==> config.mk <==
export PLATFORM = sky130hd
export DESIGN_NAME = fcw_host
export DESIGN_NICKNAME = d
export VERILOG_FILES = /design/src/verilog/fcw_pkg.sv /design/src/verilog/fcw_host.sv /design/src/verilog/fcw_sync.sv
export VERILOG_INCLUDE_DIRS = /design/src /design/src/verilog
export SDC_FILE = /design/constraint.sdc
export NUM_CORES = 1
export LEC_CHECK = 0
export CORE_MARGIN = 3
export CORE_UTILIZATION = 45
export DETAILED_ROUTE_END_ITERATION = 8
export DONT_BUFFER_PORTS = 1
export GPL_TIMING_DRIVEN = 0
export PLACE_DENSITY = 0.59
export RECOVER_POWER = 25
export SYNTH_ARGS = -nofsm -noshare
export SYNTH_HDL_FRONTEND = slang
export SYNTH_SLANG_ARGS = --single-unit
==> constraint.sdc <==
create_clock -name mclk -period 6.5 [get_ports mclk]
set_clock_uncertainty 0.2 [all_clocks]
set_input_delay 0.975 -clock mclk [delete_from_list [all_inputs] [get_ports mclk]]
set_output_delay 0.975 -clock mclk [all_outputs]
set_load 0.01 [all_outputs]
==> src/verilog/fcw_regs.svh <==
// Register map, field positions, reset values and timing counts of the flash host
`ifndef FCW_REGS_SVH
`define FCW_REGS_SVH

// ==========================================================
// Register offsets (byte addresses, one word each)
`define FCW_ADDR_CTRL 12'h000
`define FCW_ADDR_ADDR 12'h004
`define FCW_ADDR_WDATA 12'h008
`define FCW_ADDR_CODES 12'h00C
`define FCW_ADDR_STATUS 12'h010

// ==========================================================
// Field positions
`define FCW_CTRL_OP_LSB 0
`define FCW_CTRL_GO_BIT 4
`define FCW_CTRL_PD_BIT 8
`define FCW_CODES_FIRST_LSB 0
`define FCW_CODES_SECOND_LSB 8
`define FCW_CODES_STATUS_LSB 16
`define FCW_CODES_ARRAY_LSB 24
`define FCW_STAT_BUSY_BIT 0
`define FCW_STAT_DONE_BIT 1
`define FCW_STAT_READY_BIT 2
`define FCW_STAT_PD_BIT 3
`define FCW_STAT_RDATA_LSB 8

// ==========================================================
// Reset values
`define FCW_CODES_RESET 32'h0000_0000
`define FCW_ADDR_RESET 20'h0_0000
`define FCW_WDATA_RESET 8'h00

// ==========================================================
// Sequence steps
`define FCW_STEP_FIRST 3'h0
`define FCW_STEP_SECOND 3'h1
`define FCW_STEP_WAIT 3'h2
`define FCW_STEP_STATCMD 3'h3
`define FCW_STEP_STATREAD 3'h4
`define FCW_STEP_ARRAYCMD 3'h5
`define FCW_STEP_END 3'h6

// ==========================================================
// Timing: figures in ns, counts in mclk cycles
`define FCW_CLK_NS 40
`define FCW_T_ACC_NS 85
`define FCW_T_WP_NS 50
`define FCW_T_PD_NS 100
`define FCW_T_WAKE_NS 1000
`define FCW_T_SETTLE_NS 200
`define FCW_SYNC_LAT 3
`define FCW_ACC_CYC ((`FCW_T_ACC_NS + `FCW_CLK_NS - 1) / `FCW_CLK_NS)
`define FCW_WP_CYC ((`FCW_T_WP_NS + `FCW_CLK_NS - 1) / `FCW_CLK_NS)
`define FCW_PD_CYC ((`FCW_T_PD_NS + `FCW_CLK_NS - 1) / `FCW_CLK_NS)
`define FCW_WAKE_CYC ((`FCW_T_WAKE_NS + `FCW_CLK_NS - 1) / `FCW_CLK_NS)
`define FCW_SETTLE_CYC ((`FCW_T_SETTLE_NS + `FCW_CLK_NS - 1) / `FCW_CLK_NS)

`endif

==> src/verilog/fcw_pkg.sv <==
// Types shared by the flash host controller
package fcw_pkg;

  // ==========================================================
  // Sequencer states and operations
  typedef enum logic [3:0] {
    ST_IDLE, ST_WSETUP, ST_WPULSE, ST_WHOLD, ST_RWAIT, ST_SETTLE, ST_POLL, ST_PD, ST_WAKE
  } fcw_state_type;

  typedef enum logic [1:0] {
    OP_READ, OP_WRITE, OP_TWO_STEP, OP_STATUS
  } fcw_op_type;

  // ==========================================================
  // Whole state of the host controller
  typedef struct packed {
    fcw_state_type st;
    fcw_op_type op;
    logic [2:0] step;
    logic [7:0] cnt;
    logic pd_req;
    logic [19:0] addr;
    logic [7:0] wdata;
    logic [31:0] codes;
    logic done;
    logic [7:0] rdata;
    logic [19:0] f_addr;
    logic [7:0] f_dq;
    logic f_dq_oe;
    logic f_ce_n;
    logic f_oe_n;
    logic f_we_n;
    logic f_pwrdn_n;
    logic pready;
    logic pslverr;
    logic [31:0] prdata;
  } fcw_host_state_type;

endpackage

==> src/verilog/fcw_host.sv <==
// Host controller driving an asynchronous byte-wide flash over its pins, APB-controlled
//
// Chosen here: the APB interface to the registers and the register offsets.
`timescale 1ns/10ps
`include "fcw_regs.svh"

module fcw_host #(
  parameter int ACC_CYC = `FCW_ACC_CYC,
  parameter int WP_CYC = `FCW_WP_CYC,
  parameter int PD_CYC = `FCW_PD_CYC,
  parameter int WAKE_CYC = `FCW_WAKE_CYC,
  parameter int SETTLE_CYC = `FCW_SETTLE_CYC
) (
  // Clock and reset
  input wire logic mclk,
  input wire logic reset,
  // APB slave
  input wire logic psel,
  input wire logic penable,
  input wire logic pwrite,
  input wire logic [11:0] paddr,
  input wire logic [31:0] pwdata,
  output logic [31:0] prdata,
  output logic pready,
  output logic pslverr,
  // Flash pins
  output logic [19:0] flash_addr,
  output logic [7:0] flash_dq_out,
  output logic flash_dq_oe,
  input wire logic [7:0] flash_dq_in,
  output logic flash_ce_n,
  output logic flash_oe_n,
  output logic flash_we_n,
  output logic reset_powerdown_n,
  input wire logic ready_busy_n
);
  import fcw_pkg::*;

  localparam fcw_host_state_type RESET_STATE = '{
    st: ST_PD, op: OP_READ, step: `FCW_STEP_END, cnt: 8'(PD_CYC), pd_req: 1'b0,
    addr: `FCW_ADDR_RESET, wdata: `FCW_WDATA_RESET, codes: `FCW_CODES_RESET,
    done: 1'b0, rdata: 8'h00, f_addr: 20'h0_0000, f_dq: 8'h00, f_dq_oe: 1'b0,
    f_ce_n: 1'b1, f_oe_n: 1'b1, f_we_n: 1'b1, f_pwrdn_n: 1'b0,
    pready: 1'b0, pslverr: 1'b0, prdata: 32'h0000_0000
  };

  fcw_host_state_type q;
  fcw_host_state_type next_q;
  logic rb_n;
  logic [7:0] dq_sync;

  // ==========================================================
  // Pin input synchronisers
  fcw_sync #(.WIDTH(1), .INIT(1'b1)) u_sync_rb (
    .mclk(mclk),
    .reset(reset),
    .din(ready_busy_n),
    .dout(rb_n)
  );

  fcw_sync #(.WIDTH(8), .INIT(8'h00)) u_sync_dq (
    .mclk(mclk),
    .reset(reset),
    .din(flash_dq_in),
    .dout(dq_sync)
  );

  // ==========================================================
  // Sequence helpers
  function automatic logic [2:0] step_after(fcw_op_type op, logic [2:0] stp);
    if (op == OP_READ || op == OP_WRITE || stp == `FCW_STEP_ARRAYCMD) begin
      step_after = `FCW_STEP_END;
    end else begin
      step_after = 3'(stp + 3'h1);
    end
  endfunction

  // Starts the bus cycle or wait that belongs to a step
  function automatic fcw_host_state_type launch(fcw_host_state_type s, logic [2:0] stp);
    fcw_host_state_type r;
    r = s;
    r.step = stp;
    r.f_addr = s.addr;
    if (stp == `FCW_STEP_END) begin
      r.st = ST_IDLE;
      r.done = 1'b1;
    end else if (stp == `FCW_STEP_WAIT) begin
      // Give the device time to pull ready/busy low before polling it
      r.st = ST_SETTLE;
      r.cnt = 8'(SETTLE_CYC);
    end else if (stp == `FCW_STEP_STATREAD || (stp == `FCW_STEP_FIRST && s.op == OP_READ)) begin
      r.st = ST_RWAIT;
      r.f_dq_oe = 1'b0;
      r.f_ce_n = 1'b0;
      r.f_oe_n = 1'b0;
      r.cnt = 8'(ACC_CYC + `FCW_SYNC_LAT);
    end else begin
      r.st = ST_WSETUP;
      r.f_ce_n = 1'b0;
      r.f_oe_n = 1'b1;
      r.f_dq_oe = 1'b1;
      case (stp)
        `FCW_STEP_FIRST: begin
          r.f_dq = (s.op == OP_WRITE) ? s.wdata : s.codes[`FCW_CODES_FIRST_LSB +: 8];
        end
        `FCW_STEP_SECOND: begin
          r.f_dq = s.codes[`FCW_CODES_SECOND_LSB +: 8];
        end
        `FCW_STEP_STATCMD: begin
          r.f_dq = s.codes[`FCW_CODES_STATUS_LSB +: 8];
        end
        default: begin
          r.f_dq = s.codes[`FCW_CODES_ARRAY_LSB +: 8];
        end
      endcase
    end
    launch = r;
  endfunction

  // ==========================================================
  // Next-state logic
  always_comb begin
    next_q = q;
    // APB: one wait state, the access completes when pready is seen high
    next_q.pready = psel && penable && !q.pready;
    next_q.pslverr = 1'b0;
    next_q.prdata = 32'h0000_0000;
    if (psel && penable && !q.pready) begin
      case (paddr)
        `FCW_ADDR_CTRL: begin
          next_q.prdata[`FCW_CTRL_OP_LSB +: 2] = q.op;
          next_q.prdata[`FCW_CTRL_PD_BIT] = q.pd_req;
        end
        `FCW_ADDR_ADDR: next_q.prdata[19:0] = q.addr;
        `FCW_ADDR_WDATA: next_q.prdata[7:0] = q.wdata;
        `FCW_ADDR_CODES: next_q.prdata = q.codes;
        `FCW_ADDR_STATUS: begin
          next_q.prdata[`FCW_STAT_BUSY_BIT] = (q.st != ST_IDLE);
          next_q.prdata[`FCW_STAT_DONE_BIT] = q.done;
          next_q.prdata[`FCW_STAT_READY_BIT] = rb_n;
          next_q.prdata[`FCW_STAT_PD_BIT] = !q.f_pwrdn_n;
          next_q.prdata[`FCW_STAT_RDATA_LSB +: 8] = q.rdata;
        end
        default: next_q.pslverr = 1'b1;
      endcase
    end

    // Sequencer
    case (q.st)
      ST_IDLE: begin
        next_q.f_ce_n = 1'b1;
        next_q.f_oe_n = 1'b1;
        next_q.f_we_n = 1'b1;
        next_q.f_dq_oe = 1'b0;
      end
      ST_WSETUP: begin
        // Chip enable comes back low for a follow-on command write
        next_q.f_ce_n = 1'b0;
        next_q.f_we_n = 1'b0;
        next_q.cnt = 8'(WP_CYC - 1);
        next_q.st = ST_WPULSE;
      end
      ST_WPULSE: begin
        if (q.cnt == 8'h00) begin
          next_q.f_we_n = 1'b1;
          next_q.st = ST_WHOLD;
        end else begin
          next_q.cnt = 8'(q.cnt - 8'h01);
        end
      end
      ST_WHOLD: begin
        // Address and data stay one cycle past the write-enable rise
        next_q = launch(next_q, step_after(q.op, q.step));
        if (next_q.st != ST_WSETUP) begin
          next_q.f_ce_n = (next_q.st != ST_RWAIT);
          next_q.f_dq_oe = 1'b0;
        end else begin
          next_q.f_ce_n = 1'b1;
          next_q.st = ST_WSETUP;
        end
      end
      ST_RWAIT: begin
        if (q.cnt == 8'h00) begin
          next_q.rdata = dq_sync;
          next_q.f_ce_n = 1'b1;
          next_q.f_oe_n = 1'b1;
          next_q = launch(next_q, step_after(q.op, q.step));
        end else begin
          next_q.cnt = 8'(q.cnt - 8'h01);
        end
      end
      ST_SETTLE: begin
        if (q.cnt == 8'h00) begin
          next_q.st = ST_POLL;
        end else begin
          next_q.cnt = 8'(q.cnt - 8'h01);
        end
      end
      ST_POLL: begin
        // No limit: the device alone decides how long the operation runs
        if (rb_n) begin
          next_q = launch(next_q, `FCW_STEP_STATCMD);
        end
      end
      ST_PD: begin
        if (q.cnt != 8'h00) begin
          next_q.cnt = 8'(q.cnt - 8'h01);
        end else if (!q.pd_req) begin
          next_q.f_pwrdn_n = 1'b1;
          next_q.cnt = 8'(WAKE_CYC);
          next_q.st = ST_WAKE;
        end
      end
      ST_WAKE: begin
        // Device returns to read array by itself, so no command is sent
        if (q.cnt == 8'h00) begin
          next_q.st = ST_IDLE;
        end else begin
          next_q.cnt = 8'(q.cnt - 8'h01);
        end
      end
      default: next_q.st = ST_IDLE;
    endcase

    // APB writes take effect at the completing edge
    if (psel && penable && q.pready && pwrite) begin
      case (paddr)
        `FCW_ADDR_CTRL: begin
          next_q.pd_req = pwdata[`FCW_CTRL_PD_BIT];
          if (pwdata[`FCW_CTRL_GO_BIT] && q.st == ST_IDLE && !pwdata[`FCW_CTRL_PD_BIT]) begin
            next_q.op = fcw_op_type'(pwdata[`FCW_CTRL_OP_LSB +: 2]);
            next_q.done = 1'b0;
            next_q = launch(next_q, (next_q.op == OP_STATUS) ?
                            `FCW_STEP_STATCMD : `FCW_STEP_FIRST);
          end
        end
        `FCW_ADDR_ADDR: next_q.addr = pwdata[19:0];
        `FCW_ADDR_WDATA: next_q.wdata = pwdata[7:0];
        `FCW_ADDR_CODES: next_q.codes = pwdata;
        default: next_q.codes = next_q.codes;
      endcase
    end

    // Powerdown aborts any cycle; all writes stop while the pin is low
    if (next_q.pd_req && q.st != ST_PD) begin
      next_q.st = ST_PD;
      next_q.cnt = 8'(PD_CYC - 1);
      next_q.f_pwrdn_n = 1'b0;
      next_q.f_ce_n = 1'b1;
      next_q.f_oe_n = 1'b1;
      next_q.f_we_n = 1'b1;
      next_q.f_dq_oe = 1'b0;
    end
  end

  always_ff @(posedge mclk or posedge reset) begin
    if (reset) begin
      q <= RESET_STATE;
    end else begin
      q <= next_q;
    end
  end

  // ==========================================================
  // Outputs
  assign prdata = q.prdata;
  assign pready = q.pready;
  assign pslverr = q.pslverr;
  assign flash_addr = q.f_addr;
  assign flash_dq_out = q.f_dq;
  assign flash_dq_oe = q.f_dq_oe;
  assign flash_ce_n = q.f_ce_n;
  assign flash_oe_n = q.f_oe_n;
  assign flash_we_n = q.f_we_n;
  assign reset_powerdown_n = q.f_pwrdn_n;
endmodule // fcw_host

==> src/verilog/fcw_sync.sv <==
// Three-stage input synchroniser with agreement filter
`timescale 1ns/10ps
module fcw_sync #(
  parameter int WIDTH = 1,
  parameter logic [WIDTH-1:0] INIT = '0
) (
  // Clock and reset
  input wire logic mclk,
  input wire logic reset,
  // Data
  input wire logic [WIDTH-1:0] din,
  output logic [WIDTH-1:0] dout
);
  import fcw_pkg::*;

  typedef struct packed {
    logic [WIDTH-1:0] s1;
    logic [WIDTH-1:0] s2;
    logic [WIDTH-1:0] s3;
    logic [WIDTH-1:0] val;
  } fcw_sync_type;

  fcw_sync_type q;
  fcw_sync_type next_q;

  // A change is taken only once stages two and three agree
  always_comb begin
    next_q = q;
    next_q.s1 = din;
    next_q.s2 = q.s1;
    next_q.s3 = q.s2;
    if (q.s2 == q.s3) begin
      next_q.val = q.s3;
    end
  end

  always_ff @(posedge mclk or posedge reset) begin
    if (reset) begin
      q <= '{s1: INIT, s2: INIT, s3: INIT, val: INIT};
    end else begin
      q <= next_q;
    end
  end

  assign dout = q.val;
endmodule // fcw_sync
Word level (Yosys, flattened, before mapping)
Cells that the tools add are included.

$add $sub $neg: 2. Equality and inequality tests: 36. Reductions and logical operators: 30. Muxes and demuxes: 91.

Operators by type and width (count): $mux W154 (3); $pmux W98 S3 (1); $mux W76 (2); $mux W8 (19); $pmux W8 S3 (3); $pmux W34 S2 (1); $mux W11 (6); $pmux W32 S2 (1); $mux W3 (16); $pmux W8 S6 (1); $pmux W20 S2 (1); $pmux W4 S9 (1); $mux W33 (1); $mux W4 (8); $eq A12 B4 Y1 const B (2); $pmux W7 S3 (1); $mux W18 (1); $eq A4 B3 Y1 const B (4); $pmux W8 S2 (1); $eq A3 B3 Y1 const B (5); $pmux W5 S3 (1); $eq A12 B3 Y1 const B (1); $eq A12 B5 Y1 const B (1); $eq A3 B2 Y1 const B (4); other kinds (37) (74).

Bits of input ports: 58. Bits in registers: 190. Output and inout port bits: 67. Word-level logic and storage cells: 187.

Longest topological paths before layout
Word-level depth: 24. Depth in mapped cells: 10. Depth with buffers taken out: 8.

By module
From an unflattened synthesis, not the netlist that was laid out.

Cells, all modules: 834. Area, all modules: 9442.8 um^2.

Modules (own cells, without submodules): fcw_host (times used 1, seq. area each 3866.2 um^2, cells each 768, area an instance 8281.7 um^2); fcw_sync at u_sync_dq (times used 1, seq. area each 800.8 um^2, cells each 60, area an instance 1041.0 um^2); fcw_sync at u_sync_rb (times used 1, seq. area each 105.1 um^2, cells each 6, area an instance 120.1 um^2).

Worst setup path before layout
No wires, ideal clock.

Path kind: input -> register. Start: input paddr[0]. End: register q, in the netlist flash_addr[0]. Path buffers: 2. Setup time: 127 ps. Stages on the path: 8. Setup slack: 3372 ps. Arrival: 2801 ps. Required time: 6173 ps. Cell sequence: or4_4 > nor4b_4 > and3_1 > buf_4 > nor2_1 > nand2_2 > buf_6 > mux2_1.

RTL lines: start: declaration (RTL line fcw_host.sv:21) `input wire logic [11:0] paddr,`; end signal: assignment (RTL line fcw_host.sv:260) `q <= next_q;`; end: declaration (RTL line fcw_host.sv:47) `fcw_host_state_type q;`.

==> flow_summary.json <==
{
  "status": "finished with violations",
  "failed_checks": "capacitance limit, slew limit",
  "drtIter0Drc": 462,
  "cts_root_buffer": "clkbuf_16",
  "required_ns": 6.24,
  "drv_slew": 81,
  "r2r_start": "q[146]",
  "fmax_mhz": 303,
  "rsz0062_at_grt": "no",
  "setup_viol": 0,
  "synth_cell_types": 65,
  "insertion_delay_ns": 0.44,
  "yosys.area_share.simple_pct": 11.7,
  "critical_path_class": "input pin to asynchronous set/reset pin",
  "synth_xor_area_share_pct": 1.02,
  "worstPathCellList": "clkinvlp_2",
  "vias": 6424,
  "drv_cap": 1,
  "synthFlopType": "dfrtp_1",
  "wire_per_inst_um": 20.9,
  "synth_area_per_cell_um2": 11.4,
  "worst_path_max_delay_cell": "clkinvlp_2",
  "vias_per_cell": 5.67,
  "nets": 910,
  "start_util_pct": 46.1,
  "fin_util_pct": 51.0,
  "post-dp-hpwl_um": 17600,
  "relSlewSlack_pct": -141,
  "worstMarginPinSlew_ns": 3.60,
  "rows": 52,
  "coreArea_um2": 20400,
  "grt_max_degree": 111,
  "tns_ns": 0,
  "crit_buf_inv": 1,
  "hold_violations": 0,
  "antenna_found_initial": 0,
  "placed_area_um2": 9800,
  "die_w_um": 151,
  "port_buffers": 0,
  "max-vdd-ir-drop_uv": 182,
  "worst_path_largest_cell_delay_ns": 1.98,
  "cts_made_buffers": 17,
  "gp_congestion": 0.920,
  "diodes": 0,
  "power_leakage_nw": 4.95,
  "cts.sinks": 190,
  "worstSetupEndpointType": "asynchronous set/reset pin",
  "post_cts_buffers": 0,
  "r2r_slack_ns": 3.36,
  "synthArstFlopShare_pct": 100,
  "ys_ff_latch": 190,
  "htreeDepth": 4,
  "pin_count": 125,
  "synth_edf_count": 0,
  "clockBufferDepth": 2,
  "dr.pass1.iters": 5,
  "ys_seq_area_share_pct": 50.6,
  "arrival_ns": 3.04,
  "drc": 0,
  "fin_crit_ns": 3.30,
  "clk_pin_slew_ns": 0.08,
  "final_cell_area_um2": 10400,
  "die_h_um": 151,
  "hp-class": "flip-flop to flip-flop",
  "drive_above_1_share_pct": 24.5,
  "grtUsageTotal_pct": 21.4,
  "syn-instance-count": 829,
  "cp_top_family": "buffers and inverters",
  "grt_pass1_vias": 6622,
  "synth_top_family_by_area": "multiplexers",
  "wl_um": 23700,
  "syn_nets": 890,
  "grt_overflow": 0,
  "cts_tree": "built",
  "cts_resized": 0,
  "postCtsHoldBufs": 0,
  "startpoint": "reset",
  "critPathLaunchType": "input pin",
  "ys_warn_count": 0,
  "cp_max_fo": 81,
  "grt_pass1_wl_um": 37500,
  "synth_mux_area_share_pct": 17.3,
  "synth-compound-area-share_pct": 10.8,
  "synthesis.area_um2": 9430,
  "synth-adder-area-share_pct": 0.504,
  "synthToLayoutAreaGrowth_pct": 10.5,
  "totalPowerFinal_w": 0.00246,
  "hp-start": "u_sync_dq.next_q[17]",
  "ant_nets": 0,
  "power_density_nw_per_um2": 236,
  "post-route-period-util_pct": 50.8,
  "die-area_um2": 22700
}
sequential cells by signal, indices dropped and copies added (netlist names), 2 cells and up:
| name | count |
|---|---|
| flash_addr | 20 |
| u_sync_dq.dout | 8 |
| u_sync_dq.next_q | 16 |
| prdata | 32 |
| flash_dq_out | 8 |
| u_sync_dq.q | 8 |
| u_sync_rb.next_q | 2 |
| q | 87 |
through the flow:
stage / hold WS, ns / worst slack (ns) / instances
detailed placement: 0.135 / 2.98 / 1100
finish: 0.152 / 3.20 / 1132
CTS: 0.154 / 3.36 / 1132
global placement: 0.132 / -1.73 / 1099
global route: 0.166 / 2.63 / 1132
floorplan: 0.131 / 0.178 / 829
per-layer routing:
layer / vias up / wire length [um] / GRT usage [%]
met5: - / 0 / 0
met4: 0 / 425 / 6.75
met3: 25 / 1620 / 5.30
met1: 3240 / 10900 / 30.4
li1: 2935 / - / -
met2: 224 / 10800 / 32.5
path summary, 6_finish.rpt:
check | end | cells after the start
max | flash_dq_out[2] | 1
min | u_sync_dq.next_q[9] | 0
min in group asynchronous | prdata[3] | 1
min reg2reg | u_sync_dq.next_q[9] | 0
max in group mclk | q[140] | 9
max reg2reg | q[140] | 9
cell type report:
class,instances,area [um^2]
fill,1837,10000
inverter,20,76.3
clock inverter,15,200
multi-input combinational,511,3890
sequential,190,4770
timing repair buffer,1,27.5
clock buffer,17,425
tap,270,338
buffer,108,689
cells in the final DEF (no fill, tap or decap), types with 19 or more instances in the layout:
master and instances:
nand2_1 49, mux2_1 42, o21ai_0 32, and2_1 19, inv_1 19, dfrtp_1 176
nor2_1 59, mux2_4 30, buf_4 64, a21oi_1 36, mux2i_1 20, clkbuf_1 32
mux2_2 45
report_power, final:
part | switching (W) | internal (W)
Sequential | 0.0000303 | 0.00122
Combinational | 0.0000726 | 0.0000489
Clock | 0.000548 | 0.000537
Total | 0.000651 | 0.00181
synth_stat cells, types with 10 or more instances:
master / instances / area share (%)
mux2_1: 42 / 5.0
nand2_1: 49 / 2.0
dfstp_2: 14 / 3.9
nor2_1: 59 / 2.3
a22oi_1: 13 / 1.0
dfrtp_1: 176 / 47
o211ai_1: 10 / 0.80
inv_1: 20 / 0.80
and2_1: 19 / 1.3
o21ai_0: 32 / 1.7
mux2i_1: 20 / 2.1
mux2_4: 30 / 4.8
clkbuf_1: 32 / 1.3
a21oi_1: 36 / 1.9
mux2_2: 45 / 5.4
buf_4: 64 / 5.1
nor3_1: 12 / 0.64
kinds of logic after synthesis:
logic type / Yosys count
and+or+nand+nor: 208
DFF: 190
AOI/OAI and AO/OA: 151
muxes: 137
buffers and inverters: 128
xor gates and xnor gates: 11
adders and majority gates: 4
(Power assumes the default switching activity.)
